`src/ext_irq_pkg.sv`:
```
// constants for the external and pin-change interrupt block
package ext_irq_pkg;
  // =====================================================================
  // register map (byte addresses on the wishbone slave)
  localparam logic [7:0] pc_mask_hi_register_addr  = 8'h22;
  localparam logic [7:0] pc_mask_lo_register_addr  = 8'h23;
  localparam logic [7:0] irq_mask_register_addr    = 8'h3c;
  localparam logic [7:0] irq_flag_register_addr    = 8'h40;
  localparam logic [7:0] sense_ctrl_register_addr  = 8'h44;
  localparam logic [7:0] cpu_status_word_addr      = 8'h48;
  localparam logic [7:0] irq_clear_register_addr   = 8'h4c;
  // =====================================================================
  // field positions
  localparam int ext_one_bit      = 7;
  localparam int ext_zero_bit     = 6;
  localparam int pc_lower_en_bit  = 5;
  localparam int pc_upper_en_bit  = 4;
  localparam int global_en_bit    = 7;
  // =====================================================================
  // reset values and bit masks
  localparam logic [7:0] pc_mask_hi_reset = 8'hff;
  localparam logic [7:0] pc_mask_lo_reset = 8'hc8;
  localparam logic [7:0] zero_byte        = 8'h00;
  localparam logic [7:0] irq_mask_used    = 8'hf0;
  localparam logic [7:0] irq_flag_used    = 8'he0;
  localparam logic [7:0] pc_upper_group   = 8'h0f;
  // =====================================================================
  // sense control encodings
  typedef enum logic [1:0] {
    sense_low     = 2'h0,
    sense_any     = 2'h1,
    sense_falling = 2'h2,
    sense_rising  = 2'h3
  } sense_t;
endpackage

```
`src/ext_irq_pin_change_flags.sv`:
```
// flag, mask and request logic for two external pins and sixteen pin-change inputs
// Operation
// - upper group change requests pins 11:8
// - reserved mask and flag bits read zero
// - edge on pin one sets bit 7
// - edge on pin zero sets bit 6
// - request needs flag, enable and global enable; low-level sensing needs no flag
// - routine entry clears its flag
// - writing one clears a flag
// - low-level sensing holds pin flag zero
// - enabled pin change sets shared bit 5
// - low mask gates pins 7:0, lower group
// - high mask splits upper/lower group by nibble
// - cleared mask bit blocks its pin
// - two-bit sense field selects pin trigger
// - mask bits 7,6 enable external pins
// - mask bit 5 enables lower group
//
// Added by the designer: the Wishbone slave port.
`timescale 1ns/10ps
`default_nettype none
module ext_irq_pin_change_flags (
  input  wire logic        core_clk,
  input  wire logic        rst_b,
  input  wire logic        wb_cyc_i,
  input  wire logic        wb_stb_i,
  input  wire logic        wb_we_i,
  input  wire logic [7:0]  wb_adr_i,
  input  wire logic [3:0]  wb_sel_i,
  input  wire logic [31:0] wb_dat_i,
  output logic      [31:0] wb_dat_o,
  output logic             wb_ack_o,
  input  wire logic        ext_pin_zero,
  input  wire logic        ext_pin_one,
  input  wire logic [15:0] pc_input_pins,
  input  wire logic        ack_ext_zero,
  input  wire logic        ack_ext_one,
  input  wire logic        ack_pc,
  output logic             req_ext_zero,
  output logic             req_ext_one,
  output logic             req_pc,
  output logic             irq
);
  logic [7:0]  pc_mask_hi_register;
  logic [7:0]  pc_mask_lo_register;
  logic [7:0]  irq_mask_register;
  logic [7:0]  irq_flag_register;
  logic [7:0]  sense_ctrl_register;
  logic [7:0]  cpu_status_word;
  logic [15:0] pc_sync1;
  logic [15:0] pc_sync2;
  logic [15:0] pc_prev;

  // =====================================================================
  // register map, one byte per word in bits 7:0
  //   22  pin-change mask, pins 15:8
  //   23  pin-change mask, pins 7:0
  //   3c  enables: 7 pin one, 6 pin zero, 5 lower group, 4 upper group
  //   40  flags: 7 pin one, 6 pin zero, 5 pin change; a one clears
  //   44  sense: 1:0 pin zero, 3:2 pin one
  //   48  status word, 7 global enable
  //   4c  clear only, same layout as the flags, reads zero
  // unmapped offsets read zero and ignore writes, so software probing the
  // map never disturbs a flag by accident

  // =====================================================================
  // wishbone decode
  wire        access   = wb_cyc_i & wb_stb_i & ~wb_ack_o;
  wire        wr_lane0 = access & wb_we_i & wb_sel_i[0];
  wire        hit_mhi  = wb_adr_i == ext_irq_pkg::pc_mask_hi_register_addr;
  wire        hit_mlo  = wb_adr_i == ext_irq_pkg::pc_mask_lo_register_addr;
  wire        hit_msk  = wb_adr_i == ext_irq_pkg::irq_mask_register_addr;
  wire        hit_flg  = wb_adr_i == ext_irq_pkg::irq_flag_register_addr;
  wire        hit_sns  = wb_adr_i == ext_irq_pkg::sense_ctrl_register_addr;
  wire        hit_csw  = wb_adr_i == ext_irq_pkg::cpu_status_word_addr;
  wire        hit_clr  = wb_adr_i == ext_irq_pkg::irq_clear_register_addr;
  wire [7:0]  wdat     = wb_dat_i[7:0];

  // reserved mask and flag bits are masked on read; unmapped and write-only read zero
  wire [7:0]  rd_byte =
      hit_mhi ? pc_mask_hi_register :
      hit_mlo ? pc_mask_lo_register :
      hit_msk ? (irq_mask_register & ext_irq_pkg::irq_mask_used) :
      hit_flg ? (irq_flag_register & ext_irq_pkg::irq_flag_used) :
      hit_sns ? sense_ctrl_register :
      hit_csw ? cpu_status_word :
      ext_irq_pkg::zero_byte;

  // =====================================================================
  // external pins
  logic trig_zero;
  logic trig_one;
  logic low_zero;
  logic low_one;

  ext_pin_detect u_det_zero (
    .core_clk  (core_clk),
    .rst_b     (rst_b),
    .pin       (ext_pin_zero),
    .sense     (sense_ctrl_register[1:0]),
    .trigger   (trig_zero),
    .low_level (low_zero)
  );

  ext_pin_detect u_det_one (
    .core_clk  (core_clk),
    .rst_b     (rst_b),
    .pin       (ext_pin_one),
    .sense     (sense_ctrl_register[3:2]),
    .trigger   (trig_one),
    .low_level (low_one)
  );

  wire level_zero = sense_ctrl_register[1:0] == ext_irq_pkg::sense_low;
  wire level_one  = sense_ctrl_register[3:2] == ext_irq_pkg::sense_low;

  // =====================================================================
  // pin-change detection
  always_ff @(posedge core_clk or negedge rst_b) begin
    if (!rst_b) begin
      pc_sync1 <= 16'h0000;
      pc_sync2 <= 16'h0000;
      pc_prev  <= 16'h0000;
    end else begin
      pc_sync1 <= pc_input_pins;
      pc_sync2 <= pc_sync1;
      pc_prev  <= pc_sync2;
    end
  end

  wire        upper_en = irq_mask_register[ext_irq_pkg::pc_upper_en_bit];
  wire        lower_en = irq_mask_register[ext_irq_pkg::pc_lower_en_bit];
  // group gate per pin: 7:0 and 15:12 lower, 11:8 upper
  wire [15:0] group_gate = {{4{lower_en}}, {4{upper_en}}, {8{lower_en}}};
  wire [15:0] pin_mask   = {pc_mask_hi_register, pc_mask_lo_register};
  wire [15:0] pc_diff    = pc_sync2 ^ pc_prev;
  wire        pc_event   = |(pc_diff & pin_mask & group_gate);

  // =====================================================================
  // flag update: set wins over every clear
  wire [7:0] clr_wr = (wr_lane0 & (hit_flg | hit_clr)) ? wdat : ext_irq_pkg::zero_byte;
  wire [7:0] clr_ack = {ack_ext_one, ack_ext_zero, ack_pc, 5'h00};
  wire [7:0] set_ev  = {trig_one, trig_zero, pc_event, 5'h00};
  wire [7:0] hold_lv = {level_one, level_zero, 6'h00};
  wire [7:0] next_flag =
      ((irq_flag_register & ~clr_wr & ~clr_ack) | set_ev) & ~hold_lv & ext_irq_pkg::irq_flag_used;

  // =====================================================================
  // requests: flag, matching enable and global enable
  wire g_en = cpu_status_word[ext_irq_pkg::global_en_bit];
  // low-level sensing requests while the pin is held low, without a flag
  wire next_req_zero = g_en & irq_mask_register[ext_irq_pkg::ext_zero_bit] &
                       (level_zero ? low_zero : next_flag[ext_irq_pkg::ext_zero_bit]);
  wire next_req_one  = g_en & irq_mask_register[ext_irq_pkg::ext_one_bit] &
                       (level_one ? low_one : next_flag[ext_irq_pkg::ext_one_bit]);
  wire next_req_pc   = g_en & (upper_en | lower_en) & next_flag[ext_irq_pkg::pc_lower_en_bit];

  // =====================================================================
  // write strobes, one per writable register apart from the flag and clear offsets
  // writes land on the taking edge, so the ack edge already shows the value
  wire wr_mhi = wr_lane0 & hit_mhi;
  wire wr_mlo = wr_lane0 & hit_mlo;
  wire wr_msk = wr_lane0 & hit_msk;
  wire wr_sns = wr_lane0 & hit_sns;
  wire wr_csw = wr_lane0 & hit_csw;

  // =====================================================================
  // merged request
  // irq is rebuilt from the next values so it rises on the same edge as
  // the requests and never lags them by a cycle
  wire next_irq = next_req_zero | next_req_one | next_req_pc;

  // =====================================================================
  // pin-change mask, pins 15:8
  always_ff @(posedge core_clk or negedge rst_b) begin
    if (!rst_b) begin
      pc_mask_hi_register <= ext_irq_pkg::pc_mask_hi_reset;
    end else if (wr_mhi) begin
      pc_mask_hi_register <= wdat;
    end
  end

  // =====================================================================
  // pin-change mask, pins 7:0
  always_ff @(posedge core_clk or negedge rst_b) begin
    if (!rst_b) begin
      pc_mask_lo_register <= ext_irq_pkg::pc_mask_lo_reset;
    end else if (wr_mlo) begin
      pc_mask_lo_register <= wdat;
    end
  end

  // =====================================================================
  // enable register
  // reserved bits are never stored, so no later decode can see stale ones
  always_ff @(posedge core_clk or negedge rst_b) begin
    if (!rst_b) begin
      irq_mask_register <= ext_irq_pkg::zero_byte;
    end else if (wr_msk) begin
      irq_mask_register <= wdat & ext_irq_pkg::irq_mask_used;
    end
  end

  // =====================================================================
  // sense control
  // changing the sense does not create an edge; the history stage keeps
  // running whatever the mode is
  always_ff @(posedge core_clk or negedge rst_b) begin
    if (!rst_b) begin
      sense_ctrl_register <= ext_irq_pkg::zero_byte;
    end else if (wr_sns) begin
      sense_ctrl_register <= wdat;
    end
  end

  // =====================================================================
  // status word holding the global enable
  always_ff @(posedge core_clk or negedge rst_b) begin
    if (!rst_b) begin
      cpu_status_word <= ext_irq_pkg::zero_byte;
    end else if (wr_csw) begin
      cpu_status_word <= wdat;
    end
  end

  // =====================================================================
  // flags
  // a set in the same cycle as a clear wins, so no event is ever lost
  always_ff @(posedge core_clk or negedge rst_b) begin
    if (!rst_b) begin
      irq_flag_register <= ext_irq_pkg::zero_byte;
    end else begin
      irq_flag_register <= next_flag;
    end
  end

  // =====================================================================
  // request for pin zero
  always_ff @(posedge core_clk or negedge rst_b) begin
    if (!rst_b) begin
      req_ext_zero <= 1'b0;
    end else begin
      req_ext_zero <= next_req_zero;
    end
  end

  // =====================================================================
  // request for pin one
  always_ff @(posedge core_clk or negedge rst_b) begin
    if (!rst_b) begin
      req_ext_one <= 1'b0;
    end else begin
      req_ext_one <= next_req_one;
    end
  end

  // =====================================================================
  // request for the shared pin-change vector
  always_ff @(posedge core_clk or negedge rst_b) begin
    if (!rst_b) begin
      req_pc <= 1'b0;
    end else begin
      req_pc <= next_req_pc;
    end
  end

  // =====================================================================
  // merged interrupt line
  always_ff @(posedge core_clk or negedge rst_b) begin
    if (!rst_b) begin
      irq <= 1'b0;
    end else begin
      irq <= next_irq;
    end
  end

  // =====================================================================
  // bus answer: one wait-free ack a cycle after the strobe
  // ack drops on its own even if the master keeps the strobe high, since
  // access is gated by the ack itself
  always_ff @(posedge core_clk or negedge rst_b) begin
    if (!rst_b) begin
      wb_ack_o <= 1'b0;
    end else begin
      wb_ack_o <= access;
    end
  end

  // =====================================================================
  // read data
  // zero outside the ack cycle, so a late sample can never pass as data
  always_ff @(posedge core_clk or negedge rst_b) begin
    if (!rst_b) begin
      wb_dat_o <= 32'h00000000;
    end else begin
      wb_dat_o <= access ? {24'h000000, rd_byte} : 32'h00000000;
    end
  end
endmodule
`default_nettype wire

```
`src/ext_pin_detect.sv`:
```
// edge and level detector for one external interrupt pin
`timescale 1ns/10ps
`default_nettype none
module ext_pin_detect (
  input  wire logic       core_clk,
  input  wire logic       rst_b,
  input  wire logic       pin,
  input  wire logic [1:0] sense,
  output logic            trigger,
  output logic            low_level
);
  logic sync1;
  logic sync2;
  logic prev;

  // =====================================================================
  // two-stage synchroniser, then one history stage for edges
  always_ff @(posedge core_clk or negedge rst_b) begin
    if (!rst_b) begin
      sync1 <= 1'b0;
      sync2 <= 1'b0;
      prev  <= 1'b0;
    end else begin
      sync1 <= pin;
      sync2 <= sync1;
      prev  <= sync2;
    end
  end

  wire rise = sync2 & ~prev;
  wire fall = ~sync2 & prev;

  always_comb begin
    trigger   = 1'b0;
    low_level = 1'b0;
    case (ext_irq_pkg::sense_t'(sense))
      ext_irq_pkg::sense_low:     low_level = ~sync2;
      ext_irq_pkg::sense_any:     trigger = rise | fall;
      ext_irq_pkg::sense_falling: trigger = fall;
      ext_irq_pkg::sense_rising:  trigger = rise;
      default:                    trigger = 1'b0;
    endcase
  end
endmodule
`default_nettype wire

```
`config.mk`:
```
export PLATFORM = sky130hd
export DESIGN_NAME = ext_irq_pin_change_flags
export DESIGN_NICKNAME = d
export VERILOG_FILES = /design/src/ext_irq_pkg.sv /design/src/ext_irq_pin_change_flags.sv /design/src/ext_pin_detect.sv
export SDC_FILE = /design/constraint.sdc
export NUM_CORES = 1
export LEC_CHECK = 0
export ABC_CLOCK_PERIOD_IN_PS = 1940
export BUFFER_PORTS_ARGS = -buffer_cell sky130_fd_sc_hd__buf_4
export CAP_MARGIN = 20
export CORE_ASPECT_RATIO = 0.75
export CORE_UTILIZATION = 30
export CTS_BUF_LIST = sky130_fd_sc_hd__clkbuf_2 sky130_fd_sc_hd__clkbuf_4 sky130_fd_sc_hd__clkbuf_8
export DETAILED_ROUTE_END_ITERATION = 8
export PLACE_DENSITY = 0.57
export SETUP_SLACK_MARGIN = 0.4
export SLEW_MARGIN = 20
export SYNTH_ARGS = -nofsm -noshare
export SYNTH_HDL_FRONTEND = slang
export SYNTH_SLANG_ARGS = --single-unit
```
`constraint.sdc`:
```
create_clock -name core_clk -period 1.94 [get_ports core_clk]
set_input_delay 0 -clock core_clk [delete_from_list [all_inputs] [get_ports core_clk]]
set_output_delay 0 -clock core_clk [all_outputs]
set_load 0.02 [all_outputs]
```
# Yosys cells after proc, flatten, opt, wreduce, memory -nomap -nowiden
# Index checks and enable logic that the tools add are counted.
dict set report op_classes {
  mux 12
  n_eq_ne 13
  n_reduce_logical 3
  bitwise_logic 41
}
# operator n
set op_table {}
lappend op_table {{$mux 8} 8}
lappend op_table {{$and 16x16->16} 2}
lappend op_table {{$eq 8x7->1 const B} 4}
lappend op_table {{$and 8x8->8} 3}
lappend op_table {{$eq 8x6->1 const B} 3}
lappend op_table {{$not 8->8} 3}
lappend op_table {{$and 1x1->1} 20}
lappend op_table {{$reduce_or 16->1} 1}
lappend op_table {{$xor 16x16->16} 1}
lappend op_table {{$eq 2x2->1 const B} 4}
lappend op_table {{$or 8x8->8} 1}
lappend op_table {{$or 1x1->1} 6}
lappend op_table {{$pmux 1 s3} 2}
lappend op_table {{$not 1->1} 5}
lappend op_table {{$eq 2x1->1 const B} 2}
lappend op_table {{$logic_not 2->1} 2}
lappend op_table {{$mux 1} 2}
dict set report word_totals {
  ff_bits 130
  out_inout_bits 37
  wordCells 90
  inputBits 70
}

# Longest topological paths before layout
dict set report depth {
  depth_word 15
  ltp_mapped 8
}

# Hierarchy
# A second synthesis with hierarchy kept.
dict set report unflattened {
  hier_cells 311
  area_unflattened_um2 4182.8
}
# mod seq_area_each_um2 area_per_inst_um2 n_inst cells_per_inst
set by_module_without_submodules {}
lappend by_module_without_submodules {ext_irq_pin_change_flags 2516.2 3905.0 1 289}
lappend by_module_without_submodules {ext_pin_detect 75.1 138.9 2 11}

# Worst setup path before layout
# No wires, ideal clock.
dict set report synth_path {
  kind {reg2reg}
  from {register wb_ack_o}
  to {register irq_mask_register[4]}
  n_path_buf 1
  arrival_time_ns 1.724
  path_stages_with_launch 6
  setup_time_ns 0.125
  setup_slack_ns 0.091
  t_required_ns 1.815
  cell_sequence {dfrtp_1 nand3b_2 nor2_1 and2_1 clkbuf_1 mux2_2}
}
dict set report synth_via {
  elab_chain_len 5
}
# element line
set synth_lines {}
lappend synth_lines {{start: declaration} ext_irq_pin_change_flags.sv:32} ;# output logic wb_ack_o,
lappend synth_lines {{start signal: assignment} ext_irq_pin_change_flags.sv:285} ;# wb_ack_o <= access;
lappend synth_lines {{$not 1->1} ext_irq_pin_change_flags.sv:68} ;# wire access = wb_cyc_i & wb_stb_i & ~wb_ack_o;
lappend synth_lines {{$and 1x1->1} ext_irq_pin_change_flags.sv:68}
lappend synth_lines {{$and 1x1->1 (2 in series)} ext_irq_pin_change_flags.sv:69} ;# wire wr_lane0 = access & wb_we_i & wb_sel_i[0];
lappend synth_lines {{$and 1x1->1} ext_irq_pin_change_flags.sv:163} ;# wire wr_msk = wr_lane0 & hit_msk;
lappend synth_lines {{end signal: assignment} ext_irq_pin_change_flags.sv:198} ;# irq_mask_register <= ext_irq_pkg::zero_byte;
lappend synth_lines {{end signal: assignment} ext_irq_pin_change_flags.sv:200} ;# irq_mask_register <= wdat & ext_irq_pkg::irq_mask_used;
lappend synth_lines {{end: declaration} ext_irq_pin_change_flags.sv:46} ;# logic [7:0] irq_mask_register;
# Every way passes these cells.
# A chain may end at the register's enable or synchronous reset.

# Worst setup path in the final report
dict set report layout_path {
  from {register pc_prev[1]}
  to {register irq}
}
dict set report layout_via {
  elab_chain_len 8
}
# element line
set layout_lines {}
lappend layout_lines {{start: declaration} ext_irq_pin_change_flags.sv:52} ;# logic [15:0] pc_prev;
lappend layout_lines {{start signal: assignment} ext_irq_pin_change_flags.sv:127} ;# pc_prev <= pc_sync2;
lappend layout_lines {{$xor 16x16->16} ext_irq_pin_change_flags.sv:136} ;# wire [15:0] pc_diff = pc_sync2 ^ pc_prev;
lappend layout_lines {{$and 16x16->16 (2 in series)} ext_irq_pin_change_flags.sv:137} ;# wire pc_event = |(pc_diff & pin_mask & group_gate);
lappend layout_lines {{$reduce_or 16->1} ext_irq_pin_change_flags.sv:137}
lappend layout_lines {{$or 8x8->8} ext_irq_pin_change_flags.sv:146} ;# ((irq_flag_register & ~clr_wr & ~clr_ack) | set_ev) & ~hold_lv & ext_irq_pkg::irq_flag_used;
lappend layout_lines {{$and 8x8->8} ext_irq_pin_change_flags.sv:146}
lappend layout_lines {{$and 1x1->1} ext_irq_pin_change_flags.sv:156} ;# wire next_req_pc = g_en & (upper_en | lower_en) & next_flag[ext_irq_pkg::pc_lower_en_bit];
lappend layout_lines {{$or 1x1->1} ext_irq_pin_change_flags.sv:171} ;# wire next_irq = next_req_zero | next_req_one | next_req_pc;
lappend layout_lines {{via next_irq} ext_irq_pin_change_flags.sv:171}
lappend layout_lines {{end signal: assignment} ext_irq_pin_change_flags.sv:273} ;# irq <= next_irq;
lappend layout_lines {{end: declaration} ext_irq_pin_change_flags.sv:42} ;# output logic irq
# The timed path passes the listed nets, and every way through them passes these cells.

==> impl_metrics.tcl <==
set metrics [dict create \
    outcome "complete, no violations" \
    post-route-drc-count 0 \
    ys_seq_elements 106 \
    clk_path_buf_depth 2 \
    tritoncts_buffers 9 \
    vdd.ir_drop.worst_mv 0.435 \
    post-route-util_pct 40.9 \
    synth.most_common_cell "dfrtp_1" \
    place.gp.congestion 0.818 \
    drt_wl_total_um 9140 \
    placed_wire_length_estimate_um 6510 \
    clock_latency_ps 380 \
    combinationalPowerShare_pct 9.2 \
    antenna_found_initial 0 \
    final.setup.tns_ps 0 \
    synth.top_cells.by_area "dfrtp_1 56%, dfstp_2 6.8%, mux2_2 4.7%" \
    vias 2750 \
    number_of_warning_messages_in_the_yosys_log 0 \
    final_layout_size_suffix_gt1_share_pct 36.6 \
    worst-endpoint-required_ps 2200 \
    yosysTopAreaCell "dfrtp_1" \
    clock_tree.htree_level_count 3 \
    cts.sinks 106 \
    placement_cell_area_sq_um 4860 \
    tritoncts "done" \
    path_clk_slew_ps 110 \
    grt_setup_unrepaired "true" \
    timing.fmax_ghz 0.629 \
    final_min_period_over_clock_period_pct 82.0 \
    asyncSetResetFlopFracSynth_pct 100 \
    drt-vias-per-instance 4.53 \
    proportion_of_total_power_due_to_net_switching_pct 26.4 \
    power.density_cell_area_nw_per_um2 714 \
    synthFlopType "dfrtp_1" \
    pin_count 107 \
    cells_traversed_along_the_worst_timing_path "xor2_1 > a22o_1 > a221oi_2 > and3_1 > a21o_1 > nand4bb_1" \
    synth.mux.area_fraction_pct 9.83 \
    timing.hold.worst.class "primary input to flop" \
    synth_seq_area_share_pct 62.3 \
    synthDominantCellAreaShare_pct 55.6 \
    whs_ps 35.8 \
    cp_slowest_stage_delay_ps 390 \
    die-area_sq_um 14700 \
    place_ws_ps 90.6 \
    drt_pass1_iterations 4 \
    floorplan.initialDensity_pct 31.0 \
    synth_xor_area_share_pct 3.28 \
    synth_edf_count 0 \
    p_total_mw 4.02 \
    count_of_maximum_capacitance_violations 0 \
    i_o_buffers 55 \
    fp.coreArea_sq_um 13800 \
    report.final.setup_viol 0 \
    switchingPower_mw 1.06 \
    largest_net_degree_at_the_start_of_global_routing 43 \
    synth.cell_area_sq_um 4280 \
    worst_setup_path_start_kind "flop" \
    finalMaxSlewViolations 0 \
    grt_use_total_pct 13.1 \
    area_delta_synth_final_pct 31.8 \
    post-route-min-period_ps 1590 \
    layoutNonFillerInstCount 607 \
    whs_path_depth 2 \
    drt-initial-drc-count 111 \
    dpl.cell_count 550 \
    hold_violations 0 \
    largest_family_of_logic_cells_by_synthesized_area "multiplexers" \
    cpMaxStageDelayCell "dfrtp_1" \
    synthesis.area_per_instance_sq_um 13.3 \
    total_leakage_power_nw 2.68 \
    die_height_um 105 \
    setup_slack_ps 350 \
    antenna_cells 0 \
    cellInternalPower_mw 2.96 \
    crit_arrival_ps 1850 \
    ys_types 49 \
    synthCells 321 \
    most_used_standard_cells_in_the_synthesized_netlist "95 x dfrtp_1, 25 x buf_4, 21 x inv_1" \
    fp.dieW_um 140 \
    route.antenna.remaining_nets 0 \
    skew_ps 9.52 \
    wire_length_of_the_first_global_routing_pass_um 14600 \
    worstSetupEndpointType "flop" \
    nNetsFinal 501 \
    finalInstanceArea_sq_um 5640 \
    cts_root_buffer "clkbuf_8" \
    clock_power_share_pct 33.5 \
    crit_path_category "flop to flop" \
    pwr-share-seq_pct 57.3 \
    fp-row-count 37 \
    post_synth_fa_ha_maj_area_fraction_pct 1.17 \
    grt_overflow_total 0 \
    synth-compound-area-share_pct 8.84 \
    reg2reg_depth 6 \
    wire_per_inst_um 15.0 \
    first_global_vias 2780 \
    worstPathMaxFanout 2 \
    synth_simple_gate_area_share_pct 7.52 \
]
## state kept, by name (all words and copies together) (netlist names), 3 cells and up
signal               cells
cpu_status_word          8
irq_flag_register        3
irq_mask_register        4
pc_mask_hi_register      8
pc_mask_lo_register      8
pc_prev                 16
pc_sync1                16
pc_sync2                16
sense_ctrl_register      8
wb_dat_o                 8
## cell type report
cell class	count	area, sq um
clock buffers	9	124
clock inverters	7	78.8
fillers	1330	8160
inverters	21	78.8
multi-input cells	187	1590
flip-flops and latches	106	2670
well taps	175	219
repair buffers	102	883
## power by group through the flow
stage | sequential (mW) | combinational [mW] | clock (mW)
finish | 2.31 | 0.369 | 1.35
global route | 2.32 | 0.406 | 1.47
CTS | 2.31 | 0.353 | 1.39
detailed placement | 2.35 | 0.297 | 0
global placement | 2.35 | 0.291 | 0
floorplan | 2.34 | 0.165 | 0
## per-layer routing
| metal | GRT usage (%) | part of all wire (%) | vias up |
|---|---|---|---|
| met2 | 19.1 | 44 | 83 |
| met3 | 3.50 | 4.8 | 7 |
| li1 | - | - | 1276 |
| met4 | 4.16 | 0.97 | 0 |
| met5 | 0 | 0 | - |
| met1 | 18.8 | 50 | 1384 |
## cells in the final DEF (no fill, tap or decap), types with 6 or more instances in the layout
master and n:
a21oi_1 13, a221oi_1 7, buf_4 65, clkbuf_8 9, conb_1 24, dfrtp_1 94, dfstp_2 11, dlygate4sd3_1 31
inv_1 20, mux2_2 14, mux2_4 16, mux2i_1 6, nand2_1 12, nor2_1 13, o21ai_0 6, xor2_1 12
## cells by family (layout without fill, tap and decap cells)
| family | after synthesis | in the layout |
|---|---|---|
| AO/OA/AOI/OAI | 54 | 54 |
| XOR/XNOR | 16 | 16 |
| adder cells (fa/ha/maj) | 4 | 4 |
| buffers and inverters | 51 | 139 |
| flip-flops | 106 | 106 |
| multiplexers | 38 | 38 |
| other | 1 | 24 |
| AND/OR/NAND/NOR | 51 | 51 |
## timing repair
item	CTS	global route
endpoints found under the hold margin	134	0
endpoints found under the setup margin	24	40
buffers inserted	1	9
cloned	0	0
pin swaps	5	7
resized for setup	16	29
hold buffers	31	0
## critical path, delay by kind of cell, from the launching register on
kind | cells | cell delay, ps
compound gates | 3 | 570
flops | 1 | 390
simple gates | 2 | 340
xor+xnor | 1 | 160
## worst paths after layout
path / start / endpoint / slack (ps)
max in group asynchronous: rst_b / pc_mask_hi_register[2] / 1130
setup / recovery: pc_prev[1] / irq / 350
hold reg to reg: pc_sync1[1] / pc_sync2[1] / 350
setup reg to reg: pc_prev[1] / irq / 350
hold / removal: wb_adr_i[0] / wb_dat_o[6] / 40
min in group asynchronous: rst_b / u_det_one.sync1 / 100
No activity file was read; power rests on OpenSTA's default activity.
